`src/hdl/pmm_pkg.sv`:
```
/*
  Package for the packet memory manager: register offsets, command codes,
  field positions, reset values and timing constants.
  Assumes a 10 MHz system clock.
*/
package pmm_pkg;

  localparam int          CLK_HZ         = 10_000_000;
  localparam logic [3:0]  OFS_CMD        = 4'h0;
  localparam logic [3:0]  OFS_PNR        = 4'h2;
  localparam logic [3:0]  OFS_ARR        = 4'h3;
  localparam logic [3:0]  OFS_FIFO       = 4'h4;
  localparam logic [3:0]  OFS_CTL        = 4'hC;
  localparam int          CTL_AUTO_REL   = 11;
  localparam int          CTL_TRANSMIT_ENABLE_BIT      = 0;
  localparam int          NPKT           = 32;
  localparam int          NPAGE          = 24;
  localparam int          MAX_PAGES      = 6;
  localparam logic [2:0]  PAGE_CNT_MAX   = 3'h5;
  localparam int          ALLOC_STEP_US  = 200;
  localparam int          ALLOC_STEP_CYC = (ALLOC_STEP_US * (CLK_HZ / 1_000_000));
  localparam int          REL_CYC        = 4;
  localparam logic [7:0]  ARR_RESET      = 8'h80;
  localparam logic [15:0] CTL_RESET      = 16'h0000;

  typedef enum logic [3:0] {
    PMM_NOOP     = 4'h0,
    PMM_ALLOC    = 4'h2,
    PMM_RESET    = 4'h4,
    PMM_RX_POP   = 4'h6,
    PMM_TX_POP   = 4'h7,
    PMM_RX_REL   = 4'h8,
    PMM_REL_PKT  = 4'hA,
    PMM_ENQ      = 4'hC,
    PMM_TX_RESET = 4'hE
  } pmm_cmd_t;

  typedef enum logic [1:0] {
    PMM_IDLE = 2'b00,
    PMM_REL  = 2'b01
  } pmm_rel_state_t;

endpackage : pmm_pkg

```
`src/hdl/pmm_top.sv`:
```
/*
  Packet memory manager: command register, packet select, allocation result,
  queue ports and auto-release of transmitted packets.
  Assumes a synchronous 16-bit register port and a transmit engine outside.
*/
// Function
// - auto release frees successful packets except while busy, only unsuccessful ones enter done queue
// - chained sends raise only drained event or fault event
// - fatal error clears transmit enable, keeps failed packet queued and allocated
// - code 0000 changes nothing
// - command 0010 allocates (count+1) pages of 256 bytes, count 0..5
// - allocation updates result register at once, pulses done on success
// - allocation ends within (count+2) times 200 us
// - command 0100 frees all, sets failed flag, resets queue pointers
// - command 0110 pops receive queue head without freeing
// - command 0111 pops transmit queue head
// - command 1000 pops receive head and frees its pages
// - command 1010 frees packet named in packet select
// - command 1100 enqueues packet select number to transmit queue
// - command 1110 empties transmit and done queues, frees nothing
// - busy at bit 0 of command address, busy and failed set at write end
// - packet select steers transmit area and clears on hardware reset and command 0100, not on 1110
// - failed flag clear on success, sticky on failure, set after resets
// - result register holds last allocated packet number
// - receive head number shown with empty flag
`timescale 1ns/1ps
module pmm_top
(
  input  wire logic        sys_clk,
  input  wire logic        arst_n,
  input  wire logic        reg_wr,
  input  wire logic        reg_rd,
  input  wire logic [3:0]  reg_addr,
  input  wire logic [15:0] reg_wdata,
  output logic      [15:0] reg_rdata,
  input  wire logic        rx_push,
  input  wire logic [4:0]  rx_push_num,
  input  wire logic        tx_done,
  input  wire logic        tx_success_flag,
  input  wire logic        tx_fatal,
  output logic      [4:0]  tx_head,
  output logic             tx_queue_empty,
  output logic             tx_pop_done,
  output logic      [4:0]  tx_area_packet,
  output logic             transmit_enable_bit,
  output logic             alloc_done_irq,
  output logic             tx_queue_drained_irq,
  output logic             tx_fault_irq,
  output logic      [4:0]  rx_head,
  output logic             rx_queue_empty,
  output logic             done_queue_empty
);
  import pmm_pkg::*;

  ////////////////////////////////////////////////////////////////////////////
  logic                 rst_meta;
  logic                 rst_n;
  logic [15:0]          controller_control;
  logic [7:0]           tx_packet_select;
  logic [7:0]           allocation_result;
  logic [NPAGE-1:0]     page_used;
  logic [2:0]           page_cnt [NPKT];
  logic [4:0]           page_base [NPKT];
  logic [NPKT-1:0]      pkt_used;
  logic                 alloc_pend;
  logic [2:0]           alloc_cnt;
  logic [15:0]          alloc_timer;
  pmm_rel_state_t       rel_state;
  logic [4:0]           rel_num;
  logic [2:0]           rel_timer;
  logic                 cmd_wr;
  pmm_cmd_t             cmd;
  logic                 do_free;
  logic [4:0]           free_num;
  logic                 mmu_reset;
  logic                 tx_flush;
  logic                 rx_pop;
  logic                 tx_pop;
  logic                 done_push;
  logic                 fit_ok;
  logic [4:0]           fit_page;
  logic [4:0]           fit_pkt;
  logic [4:0]           done_head;
  logic                 busy;
  logic                 alloc_grant;
  logic                 tx_popped;

  function automatic logic [NPAGE-1:0] run_mask(input logic [4:0] base,
                                               input logic [2:0] cnt);
    logic [NPAGE-1:0] m;
    m = '0;
    for (int i = 0; i < MAX_PAGES; i++)
      if (i <= int'(cnt) && (int'(base) + i) < NPAGE)
        m[int'(base) + i] = 1'b1;
    return m;
  endfunction : run_mask

  ////////////////////////////////////////////////////////////////////////////
  always_ff @(posedge sys_clk or negedge arst_n)
  begin
    if (!arst_n)
    begin
      rst_meta <= 1'b0;
      rst_n    <= 1'b0;
    end
    else
    begin
      rst_meta <= 1'b1;
      rst_n    <= rst_meta;
    end
  end

  ////////////////////////////////////////////////////////////////////////////
  assign cmd_wr    = reg_wr && (reg_addr == OFS_CMD);
  assign cmd       = pmm_cmd_t'(reg_wdata[7:4]);
  assign mmu_reset = cmd_wr && (cmd == PMM_RESET);
  assign tx_flush  = mmu_reset || (cmd_wr && (cmd == PMM_TX_RESET));
  assign rx_pop    = cmd_wr && ((cmd == PMM_RX_POP) || (cmd == PMM_RX_REL));
  assign tx_pop    = (cmd_wr && (cmd == PMM_TX_POP)) || tx_pop_done;
  // successful sends skip the done queue under auto release
  assign done_push = tx_done && !(controller_control[CTL_AUTO_REL] && tx_success_flag);
  assign tx_pop_done = tx_done && !tx_fatal;
  assign busy        = (rel_state == PMM_REL);
  assign tx_area_packet = tx_packet_select[4:0];
  assign transmit_enable_bit = controller_control[CTL_TRANSMIT_ENABLE_BIT];
  // a starved request looks again once per step, never mid-step
  assign alloc_grant = alloc_pend && fit_ok && !cmd_wr && (alloc_timer == 16'h0000);

  // first free run of pages large enough, plus first free packet number
  always_comb
  begin
    fit_ok   = 1'b0;
    fit_page = 5'h00;
    fit_pkt  = 5'h00;
    for (int p = NPAGE - 1; p >= 0; p--)
      if (p + int'(alloc_cnt) < NPAGE &&
          (page_used & run_mask(5'(p), alloc_cnt)) == '0)
      begin
        fit_ok   = 1'b1;
        fit_page = 5'(p);
      end
    for (int k = NPKT - 1; k >= 0; k--)
      if (!pkt_used[k])
        fit_pkt = 5'(k);
    if (&pkt_used)
      fit_ok = 1'b0;
  end

  ////////////////////////////////////////////////////////////////////////////
  always_ff @(posedge sys_clk or negedge rst_n)
  begin
    if (!rst_n)
      tx_packet_select <= 8'h00;
    else if (mmu_reset)
      tx_packet_select <= 8'h00;
    else if (reg_wr && reg_addr == OFS_PNR)
      tx_packet_select <= reg_wdata[7:0];
  end

  always_ff @(posedge sys_clk or negedge rst_n)
  begin
    if (!rst_n)
      controller_control <= CTL_RESET;
    else if (tx_done && tx_fatal)
      controller_control[CTL_TRANSMIT_ENABLE_BIT] <= 1'b0;
    else if (reg_wr && reg_addr == OFS_CTL)
      controller_control <= reg_wdata;
  end

  // allocation: result updated on the command, retried each step until met
  always_ff @(posedge sys_clk or negedge rst_n)
  begin
    if (!rst_n)
    begin
      allocation_result <= ARR_RESET;
      alloc_pend        <= 1'b0;
      alloc_cnt         <= 3'h0;
      alloc_timer       <= 16'h0000;
      alloc_done_irq    <= 1'b0;
    end
    else
    begin
      alloc_done_irq <= 1'b0;
      if (mmu_reset)
      begin
        allocation_result <= ARR_RESET;
        alloc_pend        <= 1'b0;
      end
      else if (cmd_wr && cmd == PMM_ALLOC && reg_wdata[3:1] <= PAGE_CNT_MAX)
      begin
        alloc_cnt   <= reg_wdata[3:1];
        alloc_pend  <= 1'b1;
        alloc_timer <= 16'h0000;
        allocation_result[7] <= 1'b1;
      end
      else if (alloc_pend)
      begin
        if (alloc_grant)
        begin
          allocation_result <= {3'b000, fit_pkt};
          alloc_pend        <= 1'b0;
          alloc_done_irq    <= 1'b1;
        end
        else if (alloc_timer == 16'(ALLOC_STEP_CYC - 1))
          alloc_timer <= 16'h0000;
        else
          alloc_timer <= alloc_timer + 16'h0001;
      end
    end
  end

  // release engine shows busy for a few cycles while pages are returned
  always_ff @(posedge sys_clk or negedge rst_n)
  begin
    if (!rst_n)
    begin
      rel_state <= PMM_IDLE;
      rel_num   <= 5'h00;
      rel_timer <= 3'h0;
    end
    else if (mmu_reset)
      rel_state <= PMM_IDLE;
    else
      case (rel_state)
        PMM_IDLE:
          if (cmd_wr && cmd == PMM_RX_REL && !rx_queue_empty)
          begin
            rel_state <= PMM_REL;
            rel_num   <= rx_head;
            rel_timer <= 3'(REL_CYC - 1);
          end
          else if (cmd_wr && cmd == PMM_REL_PKT)
          begin
            rel_state <= PMM_REL;
            rel_num   <= tx_packet_select[4:0];
            rel_timer <= 3'(REL_CYC - 1);
          end
        PMM_REL:
          if (rel_timer == 3'h0)
            rel_state <= PMM_IDLE;
          else
            rel_timer <= rel_timer - 3'h1;
        default:
          rel_state <= PMM_IDLE;
      endcase
  end

  assign do_free  = (busy && rel_timer == 3'h0) ||
                    (tx_done && tx_success_flag && !tx_fatal &&
                     controller_control[CTL_AUTO_REL]);
  assign free_num = busy ? rel_num : tx_head;

  // page map: allocation sets, release clears, reset wipes all
  always_ff @(posedge sys_clk or negedge rst_n)
  begin
    if (!rst_n)
    begin
      page_used <= '0;
      pkt_used  <= '0;
    end
    else if (mmu_reset)
    begin
      page_used <= '0;
      pkt_used  <= '0;
    end
    else
    begin
      // a release and a grant may meet in one cycle; both masks must land
      page_used <= (page_used & ~((do_free && pkt_used[free_num]) ?
                                  run_mask(page_base[free_num], page_cnt[free_num]) : '0)) |
                   (alloc_grant ? run_mask(fit_page, alloc_cnt) : '0);
      if (do_free && pkt_used[free_num])
        pkt_used[free_num] <= 1'b0;
      if (alloc_grant)
        pkt_used[fit_pkt] <= 1'b1;
    end
  end

  always_ff @(posedge sys_clk)
  begin
    if (alloc_grant)
    begin
      page_base[fit_pkt] <= fit_page;
      page_cnt[fit_pkt]  <= alloc_cnt;
    end
  end

  // chain events: drained when last packet leaves, fault on fatal error
  always_ff @(posedge sys_clk or negedge rst_n)
  begin
    if (!rst_n)
    begin
      tx_queue_drained_irq <= 1'b0;
      tx_fault_irq         <= 1'b0;
      tx_popped            <= 1'b0;
    end
    else
    begin
      tx_fault_irq         <= tx_done && tx_fatal;
      tx_popped            <= tx_pop_done;
      // a send that leaves the queue empty ends the chain
      tx_queue_drained_irq <= tx_popped && tx_queue_empty;
    end
  end

  ////////////////////////////////////////////////////////////////////////////
  pmm_fifo u_rx_q
  (
    .sys_clk  (sys_clk),
    .rst_n    (rst_n),
    .flush    (mmu_reset),
    .push     (rx_push),
    .push_num (rx_push_num),
    .pop      (rx_pop),
    .head     (rx_head),
    .empty    (rx_queue_empty)
  );

  pmm_fifo u_tx_q
  (
    .sys_clk  (sys_clk),
    .rst_n    (rst_n),
    .flush    (tx_flush),
    .push     (cmd_wr && cmd == PMM_ENQ),
    .push_num (tx_packet_select[4:0]),
    .pop      (tx_pop),
    .head     (tx_head),
    .empty    (tx_queue_empty)
  );

  pmm_fifo u_done_q
  (
    .sys_clk  (sys_clk),
    .rst_n    (rst_n),
    .flush    (tx_flush),
    .push     (done_push),
    .push_num (tx_head),
    .pop      (1'b0),
    .head     (done_head),
    .empty    (done_queue_empty)
  );

  ////////////////////////////////////////////////////////////////////////////
  // read port; data stands one cycle after the strobe, zero otherwise
  always_ff @(posedge sys_clk or negedge rst_n)
  begin
    if (!rst_n)
      reg_rdata <= 16'h0000;
    else if (!reg_rd)
      reg_rdata <= 16'h0000;
    else if (reg_addr == OFS_CMD)
      reg_rdata <= {15'h0000, busy};
    else if (reg_addr == OFS_PNR)
      reg_rdata <= {allocation_result, tx_packet_select};
    else if (reg_addr == OFS_FIFO)
      reg_rdata <= {done_queue_empty, 2'b00, done_head,
                    rx_queue_empty, 2'b00, rx_head};
    else if (reg_addr == OFS_CTL)
      reg_rdata <= controller_control;
    else
      reg_rdata <= 16'h0000;
  end

endmodule : pmm_top

```
`src/hdl/pmm_fifo.sv`:
```
/*
  Packet-number queue with pop, push and flush.
  Assumes one clock and a synchronous flush; push when full is dropped.
*/
`timescale 1ns/1ps
module pmm_fifo
(
  input  wire logic       sys_clk,
  input  wire logic       rst_n,
  input  wire logic       flush,
  input  wire logic       push,
  input  wire logic [4:0] push_num,
  input  wire logic       pop,
  output logic      [4:0] head,
  output logic            empty
);
  import pmm_pkg::*;

  logic [4:0] mem [NPKT];
  logic [5:0] wr_ptr;
  logic [5:0] rd_ptr;
  logic       full;

  assign empty = (wr_ptr == rd_ptr);
  assign full  = (wr_ptr[4:0] == rd_ptr[4:0]) && (wr_ptr[5] != rd_ptr[5]);
  assign head  = mem[rd_ptr[4:0]];

  always_ff @(posedge sys_clk)
  begin
    if (push && !full)
      mem[wr_ptr[4:0]] <= push_num;
  end

  always_ff @(posedge sys_clk or negedge rst_n)
  begin
    if (!rst_n)
    begin
      wr_ptr <= 6'h00;
      rd_ptr <= 6'h00;
    end
    else if (flush)
    begin
      wr_ptr <= 6'h00;
      rd_ptr <= 6'h00;
    end
    else
    begin
      if (push && !full)
        wr_ptr <= wr_ptr + 6'h01;
      if (pop && !empty)
        rd_ptr <= rd_ptr + 6'h01;
    end
  end

endmodule : pmm_fifo

```
`config.mk`:
```
export PLATFORM = sky130hd
export DESIGN_NAME = pmm_top
export DESIGN_NICKNAME = d
export VERILOG_FILES = /design/src/hdl/pmm_pkg.sv /design/src/hdl/pmm_top.sv /design/src/hdl/pmm_fifo.sv
export SDC_FILE = /design/constraint.sdc
export NUM_CORES = 1
export LEC_CHECK = 0
export BUFFER_PORTS_ARGS = -buffer_cell sky130_fd_sc_hd__buf_4
export CORE_ASPECT_RATIO = 0.5
export CORE_UTILIZATION = 36
export DETAILED_ROUTE_END_ITERATION = 12
export HOLD_SLACK_MARGIN = 0.12
export PLACE_DENSITY = 0.6
export SLEW_MARGIN = 20
export SYNTH_ARGS = -nofsm -noshare
export SYNTH_HDL_FRONTEND = slang
export SYNTH_SLANG_ARGS = --single-unit
```
`constraint.sdc`:
```
create_clock -name sys_clk -period 9.1 [get_ports sys_clk]
set_input_delay 0.455 -clock sys_clk [delete_from_list [all_inputs] [get_ports sys_clk]]
set_output_delay 0.455 -clock sys_clk [all_outputs]
set_load 0.01 [all_outputs]
```
* Yosys cells after proc, flatten, opt, wreduce, memory -nomap -nowiden
Memory sizes are Yosys's and may differ from the RTL's.
Index checks and enable logic that the tools add are counted.
** Word-level totals
- Input bits :: 33
- Memories :: 5
- Register bits after elaboration :: 170
- Word-level logic and storage cells :: 560
- Output and inout bits :: 39
- RAM bits :: 736
** Memories
- page_base :: depth 32, width 5, read ports 1, clocked after Yosys merged registers in 0, write ports 1, RTL line pmm_top.sv:63 : logic [4:0] page_base [NPKT];
- u_done_q.mem :: depth 32, width 5, read ports 1, clocked after Yosys merged registers in 0, write ports 1, RTL line pmm_fifo.sv:19 : logic [4:0] mem [NPKT];
- u_rx_q.mem :: depth 32, width 5, read ports 1, clocked after Yosys merged registers in 0, write ports 1, RTL line pmm_fifo.sv:19
- u_tx_q.mem :: depth 32, width 5, read ports 1, clocked after Yosys merged registers in 0, write ports 1, RTL line pmm_fifo.sv:19
- page_cnt :: depth 32, width 3, read ports 1, clocked after Yosys merged registers in 0, write ports 1, RTL line pmm_top.sv:62 : logic [2:0] page_cnt [NPKT];
** Cells by class
- Bitwise gates (word level) :: 41
- Reduce and logical (&&, ||, !) cells :: 147
- Add/subtract/negate cells :: 40
- Magnitude comparators :: 75
- Equality and inequality tests :: 25
- Mux-type cells :: 202
** Operators with widths (count)
- $mux 24 :: 27
- $logic_not 24->1 :: 24
- $lt 32x6->1 const B :: 10
- $mux 5 :: 59
- $or 24x24->24 :: 11
- $and 24x24->24 :: 6
- $mux 16 :: 9
- $mux 32 :: 4
- $logic_and 1x1->1 :: 82
- $demux 1 s5 :: 14
- $mux 1 :: 63
- $ge 6x1->1 const B :: 10
- $lt 6x6->1 const B :: 10
- $mux 6 :: 10
- $lt 5x5->1 const B :: 10
- $add 5x3->6 const A :: 8
- $lt 6x5->1 const B :: 8
- $add 4x3->5 const A :: 8
- $mux 8 :: 5
- $lt 4x5->1 const B :: 7
- $and 32x32->32 :: 1
- $not 32->32 :: 1
- $or 32x32->32 :: 1
- $reduce_and 32->1 :: 1
- other kinds (68) :: 141

* Depth between registers and ports, before layout
- Depth in word-level cells :: 52
- Mapped depth :: 26
- Mapped depth without buffers :: 18

* Hierarchy
A second synthesis with hierarchy kept.
** Unflattened totals
- Cell total of the unflattened synthesis :: 3380
- Area, all modules :: 43704.4 µm²
** Modules (own cells, without submodules)
- pmm_top :: area each 21879.7 µm², instances 1, sequential area each 11116.9 µm², cells an instance 2129
- pmm_fifo at u_rx_q ... :: area each 7297.0 µm², instances 2, sequential area each 5104.9 µm², cells an instance 416
- pmm_fifo at u_done_q :: area each 7230.7 µm², instances 1, sequential area each 5104.9 µm², cells an instance 419

* Least setup slack after synthesis
Ideal clock, no wire load.
- Kind :: register to register
- From :: register alloc_cnt[0]
- To :: register page_used[4]
- Setup slack :: 3493 ps
- Clock period less this slack :: 5607 ps
- Arrival :: 5531 ps
- Buffers on the path :: 4
- Data required time :: 9024 ps
- Stages on the path, launching flop included :: 20
- Library setup time :: 76 ps
- Path through :: dfrtp_1 clkbuf_1 clkbuf_1 clkbuf_1 a22oi_1 o22ai_1 a211oi_1 nor2_1 nand4_1 nor2_1 ha_1 clkbuf_1 nor2_1 a211o_1 a211oi_1 nand2b_1 o31a_1 o221ai_1 a22oi_1 o21ai_1
** On the way
- Cells in the longest elaborated chain, start to end :: 52
- Elaborated cells on any way between the ends :: 245
- Those cells by class :: add/sub: 28; order compare: 47; mux: 80; bitwise: 29; reduce/logical: 61
** Ends and longest elaborated chain
- start, declared :: RTL line pmm_top.sv:66 : logic [2:0] alloc_cnt;
- start signal, assigned :: RTL line pmm_top.sv:191 : alloc_cnt <= reg_wdata[3:1];
- parallel branches: the longest is 27 deep, another holds $add 5x3->6
- $mux 5 (*) :: RTL line pmm_top.sv:136 : if (p + int'(alloc_cnt) < NPAGE &&
- via fit_page[3] :: RTL line pmm_top.sv:81 : logic [4:0] fit_page;
- parallel branches: the longest is 19 deep, another holds $add 5x1->6
- $mux 24 (*) :: RTL line pmm_top.sv:93 : if (i <= int'(cnt) && (int'(base) + i) < NPAGE)
- $mux 24 (*) :: RTL line pmm_top.sv:261 : else if (mmu_reset)
- $mux 24 (*) :: RTL line pmm_top.sv:271 : (alloc_grant ? run_mask(fit_page, alloc_cnt) : '0);
- $or 24x24->24 (*) :: RTL line pmm_top.sv:270 : run_mask(page_base[free_num], page_cnt[free_num]) : '0)) |
- $mux 24 (*) :: RTL line pmm_top.sv:261
- end signal, assigned :: RTL line pmm_top.sv:269 : page_used <= (page_used & ~((do_free && pkt_used[free_num]) ?
- end, declared :: RTL line pmm_top.sv:61 : logic [NPAGE-1:0] page_used;
Mark *: on every way through the listed nets, which the timed path passes. The select of a mux whose other input is x is not followed.
A chain may end at the register's enable or synchronous reset.

* Worst setup path after layout
- From :: register u_tx_q.rd_ptr[0]
- To :: register page_used[2]
** On the way
- Cells in the longest elaborated chain, start to end :: 29
- Elaborated cells on any way between the ends :: 80
- Those cells by class :: add/sub: 5; order compare: 23; mux: 29; bitwise: 8; reduce/logical: 12; memory: 3
** Ends and longest elaborated chain
- start, declared :: RTL line pmm_fifo.sv:21 : logic [5:0] rd_ptr;
- start signal, assigned :: RTL line pmm_fifo.sv:51 : rd_ptr <= rd_ptr + 6'h01;
- $mem_v2 32x5 (*)
- $mux 5 (*) :: RTL line pmm_top.sv:251 : assign free_num = busy ? rel_num : tx_head;
- parallel branches: the longest is 22 deep, another holds $add 5x1->6
- $mux 24 (*) :: RTL line pmm_top.sv:269
- $not 24->24 (*) :: RTL line pmm_top.sv:269
- $and 24x24->24 (*) :: RTL line pmm_top.sv:269
- $or 24x24->24 (*) :: RTL line pmm_top.sv:270
- $mux 24 (*) :: RTL line pmm_top.sv:261
Every way passes the cells marked *. The select of a mux whose other input is x is not followed.

==> flow_results.org <==
** Outcome
- Outcome :: finished clean

** Logic synthesis
- Cell type with the highest aggregate area in the netlist :: edfxtp_1
- Yosys instantiated no cell more often than edfxtp_1.
- Synthesis produced 2854 cells.
- Sequential-to-total area share from yosys stat :: 59.8%
- The number of nets in the synthesized netlist is 2913.
- Yosys attributes the largest share of cell area to edfxtp_1, dfrtp_1, mux2i_1.
- The top cell type by area accounts for 48.2% of the synthesized area.
- For this run, the leading register cell type out of synthesis is edfxtp_1.
- Number of synthesized flops with an enable pin :: 581
- A synthesized cell averages 12.7 µm².
- In this run the cell area of the synthesized design comes to 0.0362 mm².
- The netlist uses 117 different library cells.
- Number of flip-flops and latches in the synthesized netlist :: 748
- For this run, the number of Yosys warnings is 0.
- Commonest cells in the synthesized netlist :: edfxtp_1, nor2_1, nand2_1
- Counting flops with an async set or reset pin after synthesis yields a share of 22.3%.

** Setup path
- Worst Path Max Fanout :: 31
- R2r setup slk :: 1.78 ns
- Kind of start point of the critical path :: flip-flop
- Worst setup path class :: flip-flop to flip-flop
- The worst register-to-register path ends at page_used[2]$_DFF_PN0_.
- The worst register-to-register path begins at u_tx_q.rd_ptr[0]$_DFFE_PN0P_.
- Depth of the worst register-to-register path :: 19
- WP data required :: 9.63 ns
- Data arrival, critical path :: 7.86 ns
- STA classifies the critical path endpoint as a flip-flop.

** Placed design
- Buffers added on ports :: 71
- DP HPWL :: 70400 µm
- The congestion estimate from routability-driven global placement came to 0.947.

** Drt
- Total Wirelength :: 103000 µm
- For this run, the detailed router's first-pass iteration total came to 8.
- Count of routing violations after the opening detailed-route iteration :: 2746
- In the final routed layout, each cell accounts on average for 24.0 µm.
- Post-route DRC violation count :: 0
- Total vias in the final route :: 24935
- Count of antenna-violating nets left after detailed routing :: 0
- Vias per inst :: 5.82

** Timing
- Final number of max-transition violations :: 0
- Timing would allow up to 137 MHz.
- Clock period minus final worst setup slack :: 7.32 ns
- Headroom to the max-slew limit came out at 26.7%.
- RSZ-0062 raised after global routing :: no
- Final setup violation count :: 0
- The final critical path takes up 80.5% of the cycle.
- For the pin with the worst max-slew slack, the measured transition is 1.10 ns.
- Clock tree skew after final layout :: 0.0268 ns
- Adding up every negative setup slack in the final design gives 0 ns.
- Number of hold violations in the final report :: 0

** Die
- Die Footprint :: 0.102 mm²
- Std-Cell Core Area :: 0.0986 mm²
- From left edge to right edge, the die measures 450 µm.
- Ports :: 72
- Starting utilization of the core area :: 36.7%
- Die Height :: 226 µm
- After floorplanning, the core was divided into 81 placement rows.

** Clock tree
- Number of clock buffers inserted by TritonCTS :: 71
- Clock transition at the register clock pins on the worst setup and hold paths after CTS :: 0.07 ns
- Maximum number of buffers from clock root to sink :: 3
- CTS tree :: yes
- Counting every sink on the clock net gives 748.
- CTS built an H-tree with a depth of 3.
- Clock latency on the worst-skew pair :: 0.66 ns
- Buffer type at the clock tree root :: clkbuf_16

** Final layout
- Antenna fix cells :: 0
- At the end of the flow, the number of nets in the layout was 2956.
- The multi-input combinational cells in the finished layout cover a total of 0.0133 mm².
- Proportion of layout cells with a drive suffix above 1 :: 14.2%
- The area growth from synthesis to layout is 12.2%.
- The filler cells instantiated in the layout total 9128.
- Sequential standard cell area :: 0.0216 mm²

** Worst hold path
- The path with the worst hold slack has its endpoint at reg_rdata[5]$_DFF_PN0_.
- Launch instance of the worst min-delay path :: reg_addr[3]
- Min-delay worst type :: input pin to flip-flop
- Count of cells along the worst hold path :: 3

** Global route
- Global routing usage summed across all routing layers :: 19.9%
- Entering global routing, the biggest net connects 76 pins.
- Number of global-route vias before repair :: 24013
- Number of antenna violations at the first check in global routing :: 1
- Aggregate global routing overflow :: 0
- The first global-routing pass estimated 155000 µm of wire.

** Run
- The tool flagged a number of max-cap violations equal to 0.
[layer usage]
metal  global-route usage (%)  up-vias  share of wire [%]  wire length, µm
li1                         -    11126                  -                -
met1                     27.9    12562                 44            45200
met2                     32.1     1062                 47            48100
met3                     2.83      185                6.9             7080
met4                     5.88        0                2.5             2540
met5                        0        -                  0                0
[critical path, cell delays in order (launching register included)]
cell and delay (ns):
dfrtp_4 0.79, mux4_2 0.59, a2bb2oi_1 0.17, a211o_1 0.35, o221ai_4 0.69, buf_4 0.58, mux2i_1 0.29, o22ai_1 0.11
nor4_1 0.27, and3_1 0.64, inv_2 0.32, ha_1 0.42, inv_1 0.20, a41o_1 0.28, xnor2_1 0.18, o2bb2ai_1 0.40
nor2b_1 0.34, nand2_1 0.09, and4b_1 0.20, a221o_1 0.25
[placed cells by master, fill, tap and decap left out, types with 22 or more instances in the layout]
master and count:
o21a_1 22, ha_1 26, xnor2_1 35, nor2_1 247, a22oi_1 32, dlygate4sd3_1 23
nand3_1 68, edfxtp_1 581, o22ai_1 54, a211oi_1 24, clkbuf_16 72, mux4_2 73
mux2_2 36, and3_1 27, a21oi_1 139, a31oi_1 23, dfrtp_1 160, nand4_1 40
buf_4 123, nand2_1 229, nor3_1 54, o21ai_0 136, mux2i_1 174, inv_1 65
[per-stage QoR]
| step | setup slack, ns | area [µm²] | util [%] | std cells | hold slack [ns] |
|---|---|---|---|---|---|
| final | 1.78 | 40600 | 41.2 | 4283 | 0.190 |
| after global routing | 1.41 | 40600 | 41.2 | 4283 | 0.199 |
| after CTS | 1.89 | 40600 | 41.2 | 4283 | 0.140 |
| after floorplan | 3.49 | 36200 | - | 2854 | 0.159 |
| after detailed placement | 1.90 | 37900 | 38.4 | 4129 | 0.240 |
| after global placement | 1.94 | 37900 | 38.4 | 4129 | 0.238 |
[sequential cells by signal, indices dropped and copies added, names as in the netlist, 5 cells and up]
name	flops
page_base	160
u_rx_q.wr_ptr	6
u_done_q.mem	5
reg_rdata	16
u_tx_q.wr_ptr	6
tx_packet_select	8
controller_control	16
page_used	24
alloc_timer	16
u_done_q.wr_ptr	6
u_tx_q.mem	160
page_cnt	96
u_rx_q.mem	160
rel_num	5
allocation_result	6
u_tx_q.rd_ptr	6
pkt_used	32
u_rx_q.rd_ptr	6
[kinds of logic (layout without fill, tap and decap cells)]
kind of cell | Yosys count | in the layout | synth area share [%]
DFF | 748 | 748 | 59.8
other | 1 | 1 | 0.0104
and+or+nand+nor | 827 | 827 | 11.1
xor gates and xnor gates | 56 | 56 | 1.40
adders and majority gates | 30 | 30 | 1.01
AOI/OAI and AO/OA | 660 | 660 | 12.7
buffers and inverters | 248 | 349 | 3.48
muxes | 284 | 284 | 10.6
[worst max path at each step]
| stage | depth (start not counted) | start | slack [ns] | endpoint |
|---|---|---|---|---|
| floorplan | 19 | alloc_cnt[0]$_DFFE_PN0P_ | 3.49 | page_used[4]$_DFF_PN0_ |
| global placement | 19 | u_tx_q.rd_ptr[0]$_DFFE_PN0P_ | 1.94 | page_used[17]$_DFF_PN0_ |
| detailed placement | 19 | u_tx_q.rd_ptr[0]$_DFFE_PN0P_ | 1.90 | page_used[18]$_DFF_PN0_ |
| CTS | 19 | u_tx_q.rd_ptr[0]$_DFFE_PN0P_ | 1.89 | page_used[17]$_DFF_PN0_ |
| global route | 19 | u_tx_q.rd_ptr[2]$_DFFE_PN0P_ | 1.41 | page_used[2]$_DFF_PN0_ |
| finish | 19 | u_tx_q.rd_ptr[0]$_DFFE_PN0P_ | 1.78 | page_used[2]$_DFF_PN0_ |
[what timing repair did]
action                                 4_1_cts  5_1_grt
endpoints found under the hold margin       38        0
setup endpoints to repair                    0        0
hold buffers                                23        0
resized for setup                            0        0
setup buffers                                0        0
[layout make-up]
| type | count | area share (%) |
|---|---|---|
| Sequential cell | 748 | 53.3 |
| Multi-Input combinational cell | 1858 | 32.9 |
| Clock buffer | 86 | 4.62 |
| Tap cell | 1328 | 4.09 |
| Timing Repair Buffer | 147 | 2.89 |
| Clock inverter | 45 | 1.54 |
| Inverter | 71 | 0.663 |
Power is left out: the tool's default activity adds up to more than one toggle a clock period on the data nets, which glitch-free logic cannot reach.
